**src/rdb_pkg.sv**
```systemverilog
`default_nettype none
package rdb_pkg;

  // ****************************************************************
  // Register map.
  // ****************************************************************
  localparam logic [7:0] RDB_OFS_REV_BRAKE = 8'h82;
  localparam logic [7:0] RDB_OFS_STARTUP1 = 8'h84;
  // The reverse-drive word sits at an offset that is not a multiple of four,
  // so both printed offsets are word indices and the byte address is four times.
  localparam logic [9:0] RDB_ADDR_REV_BRAKE = {RDB_OFS_REV_BRAKE, 2'b00};
  localparam logic [9:0] RDB_ADDR_STARTUP1 = {RDB_OFS_STARTUP1, 2'b00};
  localparam logic [31:0] RDB_RST_REV_BRAKE = 32'h0000_0000;
  localparam logic [31:0] RDB_RST_STARTUP1 = 32'h0000_0000;

  // ****************************************************************
  // Field positions of the reverse-drive and braking word.
  // ****************************************************************
  localparam int RDB_LIN_LSB = 27;
  localparam int RDB_QUAD_LSB = 23;
  localparam int RDB_CAP_LSB = 20;
  localparam int RDB_KP_LSB = 10;
  localparam int RDB_KI_LSB = 0;
  localparam int RDB_KP_SHIFT = 7;
  localparam int RDB_KI_SHIFT = 9;

  localparam logic [1:0] RDB_RESP_OKAY = 2'b00;
  localparam logic [1:0] RDB_RESP_SLVERR = 2'b10;

  // ****************************************************************
  // Decoded settings handed to the motor control logic.
  // ****************************************************************
  typedef struct packed {
    logic [23:0] lin_accel_centihz;   // Hz/s times 100.
    logic [23:0] quad_accel_centihz;  // Hz/s2 times 100.
    logic [7:0] cap_halfamp;          // Amperes times 2.
    logic [9:0] kp_raw;               // Gain is kp_raw / 2^7.
    logic [9:0] ki_raw;               // Gain is ki_raw / 2^9.
  } rdb_settings_t;

  // Decode of an all-zero word, so the settings agree with the register from reset onward.
  localparam rdb_settings_t RDB_RST_SETTINGS = '{
    lin_accel_centihz: 24'h00_0001,
    quad_accel_centihz: 24'h00_0000,
    cap_halfamp: 8'h01,
    kp_raw: 10'h000,
    ki_raw: 10'h000
  };

endpackage
`default_nettype wire

```
**src/rdb_regs.sv**
```systemverilog
`timescale 1ns/1ps
`default_nettype none
module rdb_regs (
  // Clock, reset and enable.
  input wire logic aclk,
  input wire logic aresetn,
  input wire logic clk_en,
  // AXI4-Lite write address and data.
  input wire logic [9:0] s_axi_awaddr,
  input wire logic s_axi_awvalid,
  output logic s_axi_awready,
  input wire logic [31:0] s_axi_wdata,
  input wire logic [3:0] s_axi_wstrb,
  input wire logic s_axi_wvalid,
  output logic s_axi_wready,
  // AXI4-Lite write response.
  output logic [1:0] s_axi_bresp,
  output logic s_axi_bvalid,
  input wire logic s_axi_bready,
  // AXI4-Lite read.
  input wire logic [9:0] s_axi_araddr,
  input wire logic s_axi_arvalid,
  output logic s_axi_arready,
  output logic [31:0] s_axi_rdata,
  output logic [1:0] s_axi_rresp,
  output logic s_axi_rvalid,
  input wire logic s_axi_rready,
  // Settings toward the motor control logic.
  output rdb_pkg::rdb_settings_t settings,
  output logic [31:0] startup_config
);
  import rdb_pkg::*;

  // ****************************************************************
  // Decode tables.
  // ****************************************************************
  // Both acceleration tables share one ladder; only code 0h differs.
  function automatic logic [23:0] accel_centi(input logic [3:0] code, input logic quad);
    logic [23:0] v;
    v = 24'h00_0000;
    case (code)
      4'h0: v = quad ? 24'h00_0000 : 24'h00_0001;
      4'h1: v = 24'h00_0005;
      4'h2: v = 24'h00_0064;
      4'h3: v = 24'h00_00fa;
      4'h4: v = 24'h00_01f4;
      4'h5: v = 24'h00_03e8;
      4'h6: v = 24'h00_09c4;
      4'h7: v = 24'h00_1388;
      4'h8: v = 24'h00_1d4c;
      4'h9: v = 24'h00_2710;
      4'ha: v = 24'h00_61a8;
      4'hb: v = 24'h00_c350;
      4'hc: v = 24'h01_24f8;
      4'hd: v = 24'h01_86a0;
      4'he: v = 24'h07_a120;
      4'hf: v = 24'h0f_4240;
      default: v = 24'h00_0000;
    endcase
    return v;
  endfunction

  function automatic logic [7:0] cap_half(input logic [2:0] code);
    logic [7:0] v;
    v = (code == 3'h0) ? 8'h01 : {4'h0, code, 1'b0};
    return v;
  endfunction

  // ****************************************************************
  // Register state.
  // ****************************************************************
  typedef enum logic [1:0] {RDB_W_IDLE, RDB_W_RESP} rdb_wstate_t;
  rdb_wstate_t wst_reg, wst_next;
  logic aw_have_reg, aw_have_next, w_have_reg, w_have_next;
  logic [9:0] awaddr_reg, awaddr_next;
  logic [31:0] wdata_reg, wdata_next;
  logic [3:0] wstrb_reg, wstrb_next;
  logic [1:0] bresp_reg, bresp_next;
  logic [31:0] rev_reg, rev_next, st1_reg, st1_next;
  logic rvalid_reg, rvalid_next;
  logic [31:0] rdata_reg, rdata_next;
  logic [1:0] rresp_reg, rresp_next;
  rdb_settings_t set_reg, set_next;
  logic awrdy_reg, wrdy_reg, arrdy_reg;

  function automatic logic [31:0] merge(input logic [31:0] old, input logic [31:0] d,
                                        input logic [3:0] be);
    logic [31:0] r;
    r = old;
    for (int i = 0; i < 4; i++) begin
      if (be[i]) begin
        r[i*8 +: 8] = d[i*8 +: 8];
      end
    end
    return r;
  endfunction

  // ****************************************************************
  // Write channel.
  // ****************************************************************
  always_comb begin
    wst_next = wst_reg;
    aw_have_next = aw_have_reg;
    w_have_next = w_have_reg;
    awaddr_next = awaddr_reg;
    wdata_next = wdata_reg;
    wstrb_next = wstrb_reg;
    bresp_next = bresp_reg;
    rev_next = rev_reg;
    st1_next = st1_reg;
    case (wst_reg)
      RDB_W_IDLE: begin
        if (s_axi_awvalid && awrdy_reg) begin
          aw_have_next = 1'b1;
          awaddr_next = s_axi_awaddr;
        end
        if (s_axi_wvalid && wrdy_reg) begin
          w_have_next = 1'b1;
          wdata_next = s_axi_wdata;
          wstrb_next = s_axi_wstrb;
        end
        if (aw_have_reg && w_have_reg) begin
          bresp_next = RDB_RESP_OKAY;
          if ({awaddr_reg[9:2], 2'b00} == RDB_ADDR_REV_BRAKE) begin
            rev_next = merge(rev_reg, wdata_reg, wstrb_reg);
          end else if ({awaddr_reg[9:2], 2'b00} == RDB_ADDR_STARTUP1) begin
            st1_next = merge(st1_reg, wdata_reg, wstrb_reg);
          end else begin
            bresp_next = RDB_RESP_SLVERR;
          end
          aw_have_next = 1'b0;
          w_have_next = 1'b0;
          wst_next = RDB_W_RESP;
        end
      end
      RDB_W_RESP: begin
        if (s_axi_bready) begin
          wst_next = RDB_W_IDLE;
        end
      end
      default: wst_next = RDB_W_IDLE;
    endcase
  end

  // ****************************************************************
  // Read channel and decoded settings.
  // ****************************************************************
  always_comb begin
    rvalid_next = rvalid_reg;
    rdata_next = rdata_reg;
    rresp_next = rresp_reg;
    if (rvalid_reg) begin
      if (s_axi_rready) begin
        rvalid_next = 1'b0;
      end
    end else if (s_axi_arvalid && arrdy_reg) begin
      rvalid_next = 1'b1;
      rresp_next = RDB_RESP_OKAY;
      if ({s_axi_araddr[9:2], 2'b00} == RDB_ADDR_REV_BRAKE) begin
        rdata_next = rev_reg;
      end else if ({s_axi_araddr[9:2], 2'b00} == RDB_ADDR_STARTUP1) begin
        rdata_next = st1_reg;
      end else begin
        rdata_next = 32'h0000_0000;
        rresp_next = RDB_RESP_SLVERR;
      end
    end
    set_next.lin_accel_centihz = accel_centi(rev_reg[RDB_LIN_LSB +: 4], 1'b0);
    set_next.quad_accel_centihz = accel_centi(rev_reg[RDB_QUAD_LSB +: 4], 1'b1);
    set_next.cap_halfamp = cap_half(rev_reg[RDB_CAP_LSB +: 3]);
    set_next.kp_raw = rev_reg[RDB_KP_LSB +: 10];
    set_next.ki_raw = rev_reg[RDB_KI_LSB +: 10];
  end

  always_ff @(posedge aclk) begin
    if (!aresetn) begin
      wst_reg <= RDB_W_IDLE;
      aw_have_reg <= 1'b0;
      w_have_reg <= 1'b0;
      awaddr_reg <= 10'h000;
      wdata_reg <= 32'h0000_0000;
      wstrb_reg <= 4'h0;
      bresp_reg <= RDB_RESP_OKAY;
      rev_reg <= RDB_RST_REV_BRAKE;
      st1_reg <= RDB_RST_STARTUP1;
      rvalid_reg <= 1'b0;
      rdata_reg <= 32'h0000_0000;
      rresp_reg <= RDB_RESP_OKAY;
      set_reg <= RDB_RST_SETTINGS;
    end else if (clk_en) begin
      wst_reg <= wst_next;
      aw_have_reg <= aw_have_next;
      w_have_reg <= w_have_next;
      awaddr_reg <= awaddr_next;
      wdata_reg <= wdata_next;
      wstrb_reg <= wstrb_next;
      bresp_reg <= bresp_next;
      rev_reg <= rev_next;
      st1_reg <= st1_next;
      rvalid_reg <= rvalid_next;
      rdata_reg <= rdata_next;
      rresp_reg <= rresp_next;
      set_reg <= set_next;
    end
  end

  // Ready flops load from the next-state values, so they track the state with no
  // lag and cost no extra cycle; each reaches the bus ANDed with clk_en.
  always_ff @(posedge aclk) begin
    if (!aresetn) begin
      awrdy_reg <= 1'b0;
      wrdy_reg <= 1'b0;
      arrdy_reg <= 1'b0;
    end else if (clk_en) begin
      awrdy_reg <= (wst_next == RDB_W_IDLE) && !aw_have_next;
      wrdy_reg <= (wst_next == RDB_W_IDLE) && !w_have_next;
      arrdy_reg <= !rvalid_next;
    end
  end

  // Capture uses the registered ready so that a beat is only taken when the
  // handshake is visible on the bus.
  assign s_axi_awready = awrdy_reg && clk_en;
  assign s_axi_wready = wrdy_reg && clk_en;
  assign s_axi_arready = arrdy_reg && clk_en;
  assign s_axi_bvalid = (wst_reg == RDB_W_RESP);
  assign s_axi_bresp = bresp_reg;
  assign s_axi_rvalid = rvalid_reg;
  assign s_axi_rdata = rdata_reg;
  assign s_axi_rresp = rresp_reg;
  assign settings = set_reg;
  assign startup_config = st1_reg;
endmodule
`default_nettype wire

```
**config.mk**
```make
export PLATFORM = sky130hd
export DESIGN_NAME = rdb_regs
export DESIGN_NICKNAME = d
export VERILOG_FILES = /design/src/rdb_pkg.sv /design/src/rdb_regs.sv
export SDC_FILE = /design/constraint.sdc
export NUM_CORES = 1
export LEC_CHECK = 0
export ABC_AREA = 1
export BUFFER_PORTS_ARGS = -buffer_cell sky130_fd_sc_hd__buf_4
export CAP_MARGIN = 20
export CORE_MARGIN = 1.5
export CORE_UTILIZATION = 54
export CTS_CLUSTER_SIZE = 25
export DETAILED_ROUTE_END_ITERATION = 10
export GPL_TIMING_DRIVEN = 0
export PLACE_DENSITY = 0.8
export SKIP_CTS_REPAIR_TIMING = 1
export SLEW_MARGIN = 20
export SYNTH_ARGS = -nofsm -noshare
export SYNTH_HDL_FRONTEND = slang
export SYNTH_SLANG_ARGS = --single-unit
```
**constraint.sdc**
```tcl
create_clock -name aclk -period 2 [get_ports aclk]
set_clock_uncertainty 0.15 [all_clocks]
set_input_delay 0.1 -clock aclk [delete_from_list [all_inputs] [get_ports aclk]]
set_output_delay 0.1 -clock aclk [all_outputs]
set_load 0.05 [all_outputs]
```
Yosys cells after proc, flatten, opt, wreduce, memory -nomap -nowiden
Memory sizes are Yosys's and may differ from the RTL's. A register that Yosys moved wholly into a read port is not among the register bits.
Cells that the tools add are included.
{ "word_totals": {"inputBits": 64, "output_inout_bits": 149, "word_cells": 83, "register_bits": 230, "mem_count": 2, "rom_bits": 640} }
{ "memory_table": {"columns": ["memory", "depth", "word_bits", "rd", "rd_clocked_by_memory_dff", "wr", "line", "source"], "rows": [
  ["(no name shown)", 16, 20, 1, 1, 0, "rdb_regs.sv:41", "case (code)"],
  ["(no name shown)", 16, 20, 1, 1, 0, "rdb_regs.sv:41", null]
]} }
{ "classes": {"n_eq_ne": 5, "bitwise_logic": 2, "n_reduce_logical": 29, "n_mux": 19} }
{ "op_table": {"columns": ["cell", "n"], "rows": [
  ["$mux 32", 2],
  ["$eq 8x8->1 const B", 4],
  ["$reduce_and 6->1", 4],
  ["$reduce_and 5->1", 4],
  ["$mux 2", 6],
  ["$reduce_and 3->1", 4],
  ["$logic_and 1x1->1", 9],
  ["$mux 1", 9],
  ["$logic_not 1->1", 5],
  ["$logic_not 2->1", 2],
  ["$mux 4", 1],
  ["$pmux 2 s2", 1],
  ["$logic_not 3->1", 1],
  ["$eq 2x1->1 const B", 1],
  ["$not 1->1", 2]
]} }

Depth between registers and ports, before layout
Gate-level depths: netlist of the first run.
{ "logic_depth": {"ltp_word": 6, "mapped_depth": 10, "mapped_depth_nobuf": 9} }

Worst setup path after synthesis of the first run
OpenSTA, ideal clock, no wires.
{ "synth_path": {"kind": "register -> register", "start": "register rvalid_reg (netlist: s_axi_rvalid)", "end": "register rdata_reg[25] (netlist: s_axi_rdata[25])", "arrival_ns": 1.383, "path_stages_with_launch": 10, "setup_slack_ns": 0.358, "n_path_buf": 2, "period_less_slack_ns": 1.642, "path_cell_list": "dfxtp_1 > nor2_1 > nand2_1 > nor2_1 > buf_2 > buf_4 > nor2_1 > nor2_1 > nand2_1 > inv_1"} }
{ "synth_between": {"elab_chain_len": 2} }
{ "synth_lines": {"columns": ["item", "line", "source"], "rows": [
  ["from (decl)", "rdb_regs.sv:80", "logic rvalid_reg, rvalid_next;"],
  ["from (signal assigned)", "rdb_regs.sv:200", "rvalid_reg <= rvalid_next;"],
  ["$not 1->1 (no line)", null, null],
  ["$reduce_and 3->1 (no line)", null, null],
  ["to (signal assigned)", "rdb_regs.sv:201", "rdata_reg <= rdata_next;"],
  ["to (decl)", "rdb_regs.sv:81", "logic [31:0] rdata_reg, rdata_next;"]
]} }
Every way passes these cells.
A chain may end at the register's enable or synchronous reset.

==> flow_summary.yaml, run 1 <==
cells_and_area:
  stdcell_area_um2: 12260
  ff_latch_area_um2: 4244
  n_antenna_cell: 0
  drive_above_1_share: 0.2088
  largest_reg_flops: 62
  multiInputGateArea_um2: 4116
  area_growth_pct: 31.96
  nets: 1638
  fillers: 1345
placement:
  dpl.hpwl_um: 21520
  pre_cts_ws_ps: 45.30
  port_buffers: 192
  place_area_um2: 11060
  place.gp.congestion: 0.9109
critical_path:
  critPathMaxStageDelay_ps: 570
  worstPathCellList: "inv_1, ha_1, o21ai_0, o21ai_0, nand2_1, a21oi_1"
  crit_path_start_kind: "register"
  critical_path.startpoint: "rev_reg[28]"
  ff2ff_setup_slack_ps: 80
  cp.required_ps: 2290
  critPathSlowestCell: "dfxtp_1"
  cpMostUsedCell: "o21ai_0"
  end_kind: "register"
  crit_path_max_fanout: 9
  reg2reg_from: "rev_reg[28]"
  critPathKind: "register to register"
  arrival_ps: 2220
clocking:
  cts_sinks: 212
  cts-root-buf: "clkbuf_16"
  cts_tree: "yes"
  cts_buffers: 22
  clk_pin_slew_ps: 60
  clockBufferDepth: 3
  h-tree-depth: 1
  clock_latency_ps: 500
die:
  die-height_um: 134.2
  io_pins: 213
  dieArea_um2: 18010
  rows: 47
  die_x_um: 134.2
  core_area_um2: 16700
  start_util: 0.5565
pwr:
  p_comb_frac: 0.109
  leakagePower_uw: 0.005525
  p_int_uw: 6987
  finalPower_uw: 9311
  p_sw_uw: 2324
  seq_power_share: 0.468
  clkPwrFrac: 0.423
  ir_drop_mv: 0.6404
  p_sw_frac: 0.2496
  powerDensity_nw_per_um2: 759.2
hold_path:
  hp-class: "primary input to register"
  worstHoldStart: "s_axi_araddr[4]"
grt:
  antenna_found_initial: 0
  gr-total-overflow: 0
  grtUsageTotal: 0.3090
  grt_pass1_wl_um: 43880
  grt_pass1_vias: 8331
  grt_max_degree: 14
sta:
  finalSetupTns_ps: 0
  setup_viol: 0
  finalHoldViolCount: 1
  fin_crit_sh: 0.9623
  relSlewSlack: 0.4667
  fin_crit_ps: 1925
  max_freq_mhz: 519.6
  layout_setup_ws_ps: 75.42
  finalMaxSlewViolations: 0
  whs_ps: -60.48
  worstMarginPinSlew_ps: 800.0
  rsz0062_at_grt: "false"
status:
  violations: "hold timing"
  status: "finished with violations"
logic_synthesis:
  yosysTopAreaCellShare: 0.4567
  yosysMostFrequentCell: "nor2_1"
  synthTopCellsByArea: "dfxtp_1 46%, nand3_1 9.3%, nor2_1 9.2%, nand2_1 7.9%, o21ai_0 5.2%"
  synth_edf_count: 0
  synth_cell_types: 39
  synthArstFlopShare: 0
  syn_inst: 1279
  yosysTopAreaCell: "dfxtp_1"
  synth-seq-area-share: 0.4567
  syn_avg_cell_area_um2: 7.267
  netlist_area_um2: 9294
  ys_ff_latch: 212
  yosysWarnings: 0
  ys.flop_type: "dfxtp_1"
  synthTopCellsByCount: "228 x nor2_1, 212 x dfxtp_1, 195 x nand2_1"
drt:
  viasPerCell: 5.341
  post_drt_wl_per_cell_um: 16.62
  drtIter0Drc: 1043
  drc: 0
  dr.pass1.iters: 5
  vias: 9566
  drt_wl_total_um: 29760
  drtAntennaViolNets: 0
run:
  cap_viol_max_count: 0
==> per-stage QoR <==
step                      hold WS, ps  cells    util
after global routing            3.391   1791  0.7343
after CTS                      -271.0   1740  0.7032
final                          -60.48   1791  0.7343
after floorplan                 141.6   1292       -
after global placement          229.6   1704  0.6622
after detailed placement        241.0   1704  0.6622
==> power groups by stage <==
| stage | Sequential [µW] | Clock (µW) | Combinational (µW) |
|---|---|---|---|
| floorplan | 4590 | 0 | 447 |
| global placement | 4450 | 0 | 892 |
| detailed placement | 4450 | 0 | 903 |
| CTS | 4360 | 3960 | 908 |
| global route | 4360 | 4120 | 1070 |
| finish | 4360 | 3940 | 1010 |
==> critical path: cells and delay by family (launching register included) <==
| family | cells | cell delay, ps |
|---|---|---|
| buf+inv | 1 | 180 |
| compound gates | 3 | 500 |
| fa+ha+maj | 1 | 360 |
| simple gates | 1 | 100 |
| flops | 1 | 570 |
==> final timing paths <==
kind	to	cells after the start
max	settings[54]	6
min	s_axi_rdata[0]	6
max reg2reg	settings[54]	6
min reg2reg	awaddr_reg[6]	2
==> per-layer routing <==
layer,vias to the layer above,routed length (µm),GRT usage
li1,4635,-,-
met1,4381,12590,0.4495
met2,493,13590,0.4843
met3,57,2834,0.03817
met4,0,751,0.08542
met5,-,0,0
==> logic make-up (layout without fill, tap and decap cells) <==
logic type               after synthesis  in the layout  share of synthesized area
AND/OR/NAND/NOR                      639            639                     0.3069
buffers and inverters                220            499                     0.1065
flip-flops                           212            212                     0.4567
AO/OA/AOI/OAI                        192            192                     0.1093
adder cells (fa/ha/maj)               15             15                    0.02019
other                                  1             14                  0.0004035
==> layout make-up <==
type,count,share of cell area
buffer,92,0.04173
clock buffer,32,0.05213
clock inverter,4,0.003673
inverter,128,0.03918
multi-input combinational,860,0.3356
sequential,212,0.3461
tap,220,0.02244
timing repair buffer,243,0.1592
==> layout by cell type (no fill, tap or decap), drive strengths merged, types with 2 or more instances in the layout <==
cell,n
buf,259
nor2,243
dfxtp,212
nand2,208
nand3,173
inv,127
o21ai,97
a21oi,72
clkbuf,57
dlygate4sd3,51
ha,15
conb,14
a31oi,8
nor3,7
nand4,5
o31ai,4
clkinv,4
o211ai,3
o22ai,2
nand3b,2
o221ai,2
No activity file was read; power rests on OpenSTA's default activity.
==> run 2: changes to the inputs <==
- ABC_AREA: 1 -> not set
==> flow_summary.yaml, run 2 <==
placement:
  place.gp.congestion: 0.8870
  pre_cts_ws_ps: 97.24
  dpl.cell_count: 1352
  dpl.hpwl_um: 17970
  port_buffers: 193
pwr:
  ir_drop_mv: 0.5352
  powerDensity_nw_per_um2: 731.9
  leakagePower_uw: 0.005540
critical_path:
  crit_path_start_kind: "register"
  arrival_ps: 2160
  critPathMaxStageDelay_ps: 550
  cp.required_ps: 2230
  critPathKind: "register to register"
  worstPathCellList: "inv_1, ha_1, mux2i_1, nor2_1, o221a_2"
  crit_path_max_fanout: 8
  end_kind: "register"
  critPathSlowestCell: "dfxtp_1"
die:
  die_x_um: 132.8
  start_util: 0.5508
  core_area_um2: 16520
  io_pins: 213
  rows: 47
  dieArea_um2: 17640
  die-height_um: 132.8
sta:
  relSlewSlack: 0.5161
  finalMaxSlewViolations: 0
  whs_ps: -30.12
  worstMarginPinSlew_ps: 725.8
  rsz0062_at_grt: "false"
  setup_viol: 0
  layout_setup_ws_ps: 74.44
  max_freq_mhz: 519.3
  finalSetupTns_ps: 0
  fin_crit_sh: 0.9628
  fin_crit_ps: 1926
  finalHoldViolCount: 1
clocking:
  cts-root-buf: "clkbuf_16"
  cts_sinks: 212
  clock_latency_ps: 510
  clockBufferDepth: 3
  cts_buffers: 22
  h-tree-depth: 1
  cts_tree: "yes"
  clk_pin_slew_ps: 60
status:
  status: "finished with violations"
  violations: "hold timing"
drt:
  vias: 7608
  wl_met3_um: 1444
  top_layer: "met4"
  viasPerCell: 5.280
  drt-met1-wl_um: 11420
  drtIter0Drc: 472
  dr.pass1.iters: 5
  drc: 0
  drt_wl_total_um: 25970
  post_drt_wl_per_cell_um: 18.02
  drtAntennaViolNets: 0
  dr_wl_met2_um: 12320
cells_and_area:
  fillers: 1268
  largest_reg_flops: 62
  nets: 1285
  drive_above_1_share: 0.2477
  final_util: 0.7298
  fin_cells: 1441
  mostFrequentLayoutCell: "buf_4"
  multiInputGateArea_um2: 4423
  area_growth_pct: 32.49
  layout_common_cells: "214 x buf_4, 209 x dfxtp_1, 147 x nand2_1"
  ff_latch_area_um2: 4248
grt:
  grt_pass1_wl_um: 38690
  grt_pass1_vias: 7191
  grt_max_degree: 14
  gr-total-overflow: 0
  antenna_found_initial: 2
  grtUsageTotal: 0.2790
run:
  cap_viol_max_count: 0
logic_synthesis:
  ys_ff_latch: 212
  netlist_area_um2: 9102
  yosysTopAreaCell: "dfxtp_1"
  synthTopCellsByCount: "212 x dfxtp_1, 147 x nand2_1, 133 x mux2i_1"
  ys.flop_type: "dfxtp_1"
  synth_cell_types: 54
  synthArstFlopShare: 0
  syn_inst: 926
  yosysTopAreaCellShare: 0.4663
  yosysMostFrequentCell: "dfxtp_1"
  synth_edf_count: 0
  synthTopCellsByArea: "dfxtp_1 47%, mux2i_1 15%, nor2b_1 7.6%, nand2_1 6.1%, a21boi_1 2.1%"
  synth-seq-area-share: 0.4663
  syn_avg_cell_area_um2: 9.830
  yosysWarnings: 0
hold_path:
  hp-class: "primary input to register"
run 2: cell types whose count changed after synthesis, moves of 25 or more:
cell	before	now
nand2_1	195	147
a21boi_0	0	25
mux2i_1	0	133
inv_1	117	11
a21oi_1	71	9
o21ai_1	0	30
a21boi_1	0	26
nor2b_1	0	111
o21ai_0	97	23
nor2_1	228	16
nand3_1	172	8
run 2: final timing paths:
path	startpoint	to	slack, ps	cells after the start
setup / recovery	rev_reg[24]	settings[30]	70	5
hold / removal	s_axi_bready	wst_reg[0]	-30	5
setup reg to reg	rev_reg[24]	settings[30]	70	5
hold reg to reg	s_axi_rdata[8]	s_axi_rdata[8]	300	2
run 2: per-layer routing:
layer,vias to the layer above,global-route usage
li1,3685,-
met1,3602,0.3772
met2,266,0.4514
met3,55,0.04521
met4,0,0.1020
met5,-,0
run 2: cells by family (layout without fill, tap and decap cells):
group / Yosys count / after routing / synth area share
flip-flops: 212 / 212 / 0.4663
multiplexers: 133 / 133 / 0.1463
buffers and inverters: 88 / 368 / 0.05347
adder cells (fa/ha/maj): 15 / 15 / 0.02062
AO/OA/AOI/OAI: 150 / 150 / 0.1089
other: 1 / 16 / 0.0004120
XOR/XNOR: 2 / 2 / 0.001925
AND/OR/NAND/NOR: 325 / 325 / 0.2022
run 2: layout make-up:
cell class                      instances  area share
Sequential cell                       212      0.3522
Timing Repair Buffer                  243      0.1616
Inverter                               12    0.003735
Antenna cell                            2   0.0004150
Tap cell                              220     0.02282
Clock buffer                           33     0.05416
Buffer                                 76     0.03662
Clock inverter                          4    0.001660
Multi-Input combinational cell        639      0.3667
run 2: critical path, delay by kind of cell (launching register included):
kind / cells / cell delay, ps
buf+inv: 1 / 240
compound gates: 1 / 240
simple gates: 1 / 70
fa+ha+maj: 1 / 370
mux: 1 / 210
flops: 1 / 550
run 2: metrics by stage:
stage	cell area [µm²]	total power (µW)
final	12060	8827
after global routing	12060	9069
after CTS	11550	8770
after detailed placement	10880	4976
after global placement	10880	4969
after floorplan	9151	4745
run 2: power breakdown:
part | total (µW) | leakage [µW] | internal (µW) | switching (µW)
Sequential | 4300 | 0.00171 | 4260 | 36.0
Clock | 3850 | 0.000335 | 2240 | 1610
Combinational | 677 | 0.00349 | 298 | 379
Total | 8830 | 0.00554 | 6800 | 2020
==> run 3: changes to the inputs <==
==> constraint.sdc (replaced) <==
create_clock -name aclk -period 2 [get_ports aclk]
set_clock_uncertainty 0.15 [all_clocks]
set_input_delay 0.4 -clock aclk [delete_from_list [all_inputs] [get_ports aclk]]
set_output_delay 0.4 -clock aclk [all_outputs]
set_load 0.05 [all_outputs]
==> flow_summary.yaml, run 3 (synthesized netlist as in run 2, its figures left out) <==
status:
  status: "finished with violations"
  violations: "hold timing"
clocking:
  clockBufferDepth: 3
  cts_sinks: 212
  cts_buffers: 22
  clock_latency_ps: 510
  cts-root-buf: "clkbuf_16"
  cts_tree: "yes"
  h-tree-depth: 1
  clk_pin_slew_ps: 60
die:
  die_x_um: 132.8
  start_util: 0.5508
  die-height_um: 132.8
  core_area_um2: 16520
  dieArea_um2: 17640
  rows: 47
  io_pins: 213
drt:
  vias: 7310
  drc: 0
  drt_wl_total_um: 24900
  post_drt_wl_per_cell_um: 17.91
  drtIter0Drc: 391
  drtAntennaViolNets: 0
  dr.pass1.iters: 5
  viasPerCell: 5.259
sta:
  worstMarginPinSlew_ps: 711.0
  setup_viol: 0
  fin_crit_ps: 1947
  rsz0062_at_grt: "false"
  finalMaxSlewViolations: 0
  fin_crit_sh: 0.9733
  relSlewSlack: 0.5260
  whs_ps: -8.365
  finalSetupTns_ps: 0
  max_freq_mhz: 513.7
  finalHoldViolCount: 8
critical_path:
  cp.required_ps: 2230
  arrival_ps: 2180
  reg2reg_from: "rev_reg[24]"
  ff2ff_setup_slack_ps: 50
  critical_path.startpoint: "rev_reg[24]"
  end_kind: "register"
  r2r_cells: 5
  crit_end: "settings[30]"
  reg2reg_to: "settings[30]"
  crit_path_max_fanout: 8
  crit_path_start_kind: "register"
  critPathKind: "register to register"
grt:
  antenna_found_initial: 1
  gr-total-overflow: 0
  grtUsageTotal: 0.2790
  grt_max_degree: 14
  grt_pass1_wl_um: 38690
  grt_pass1_vias: 7191
cells_and_area:
  fin_cells: 1390
  drive_above_1_share: 0.2592
  area_growth_pct: 27.08
  nets: 1235
  mostFrequentLayoutCell: "buf_4"
  largest_reg_flops: 62
  layout_common_cells: "214 x buf_4, 208 x dfxtp_1, 147 x nand2_1"
placement:
  port_buffers: 193
  place.gp.congestion: 0.8870
  dpl.cell_count: 1352
  dpl.hpwl_um: 17970
pwr:
  leakagePower_uw: 0.005335
  powerDensity_nw_per_um2: 754.7
  ir_drop_mv: 0.5345
  finalPower_uw: 8730
hold_path:
  whs_path_depth: 3
  hp-class: "primary input to register"
  worstHoldStart: "s_axi_wstrb[3]"
run:
  cap_viol_max_count: 0
run 3: cell types whose count changed in the layout (fill, tap and decap cells not counted), sizes merged:
| cell | before | now |
|---|---|---|
| dlygate4sd3 | 50 | 1 |
| buf | 247 | 246 |
| diode | 2 | 1 |
run 3: routing by layer:
| layer | vias to the layer above | track usage | part of all wire |
|---|---|---|---|
| met2 | 257 | 0.4514 | 0.46 |
| met4 | 0 | 0.1020 | 0.031 |
| met3 | 49 | 0.04521 | 0.069 |
| li1 | 3576 | - | - |
| met1 | 3428 | 0.3772 | 0.44 |
| met5 | - | 0 | 0 |
run 3: through the flow:
stage          utilization  setup WS (ps)  instance area, µm²  hold slack [ps]
2_1_floorplan            -          25.70                9151            280.7
3_3_place_gp        0.6581         -390.5               10880            287.2
3_5_place_dp        0.6581         -337.5               10880            292.6
4_1_cts             0.6989         -345.8               11550           -16.40
5_1_grt             0.7000          3.642               11570           0.3353
6_report            0.7000          53.40               11570           -8.365
run 3: power breakdown:
group          leakage [µW]  switching [µW]  internal, µW  total, µW
clock              0.000335            1600          2240       3840
sequential          0.00171            35.8          4260       4300
combinational       0.00329             354           235        589
total               0.00534            1990          6740       8730
run 3: layout make-up:
| cell class | count | area (µm²) |
|---|---|---|
| diodes | 1 | 2.502 |
| plain buffers | 75 | 440.4 |
| clock buffers | 33 | 653.1 |
| clock inverters | 4 | 20.02 |
| fillers | 1347 | 4957 |
| inverters | 12 | 45.04 |
| multi-input cells | 639 | 4423 |
| flip-flops and latches | 212 | 4249 |
| well taps | 220 | 275.3 |
| repair buffers | 194 | 1459 |
run 3: worst max-delay path, cell delays in order (launching register included):
cell and delay [ps]:
dfxtp_1 560, inv_1 240, ha_1 370, mux2i_1 220
nor2_1 70, o221a_2 240
run 3: worst min-delay path by stage:
stage | end | slack, ps
finish | wstrb_reg[3] | -8
global route | wdata_reg[21] | 0.3
CTS | wdata_reg[19] | -20
detailed placement | s_axi_rdata[16] | 290
global placement | s_axi_rdata[2] | 290
floorplan | wstrb_reg[3] | 280
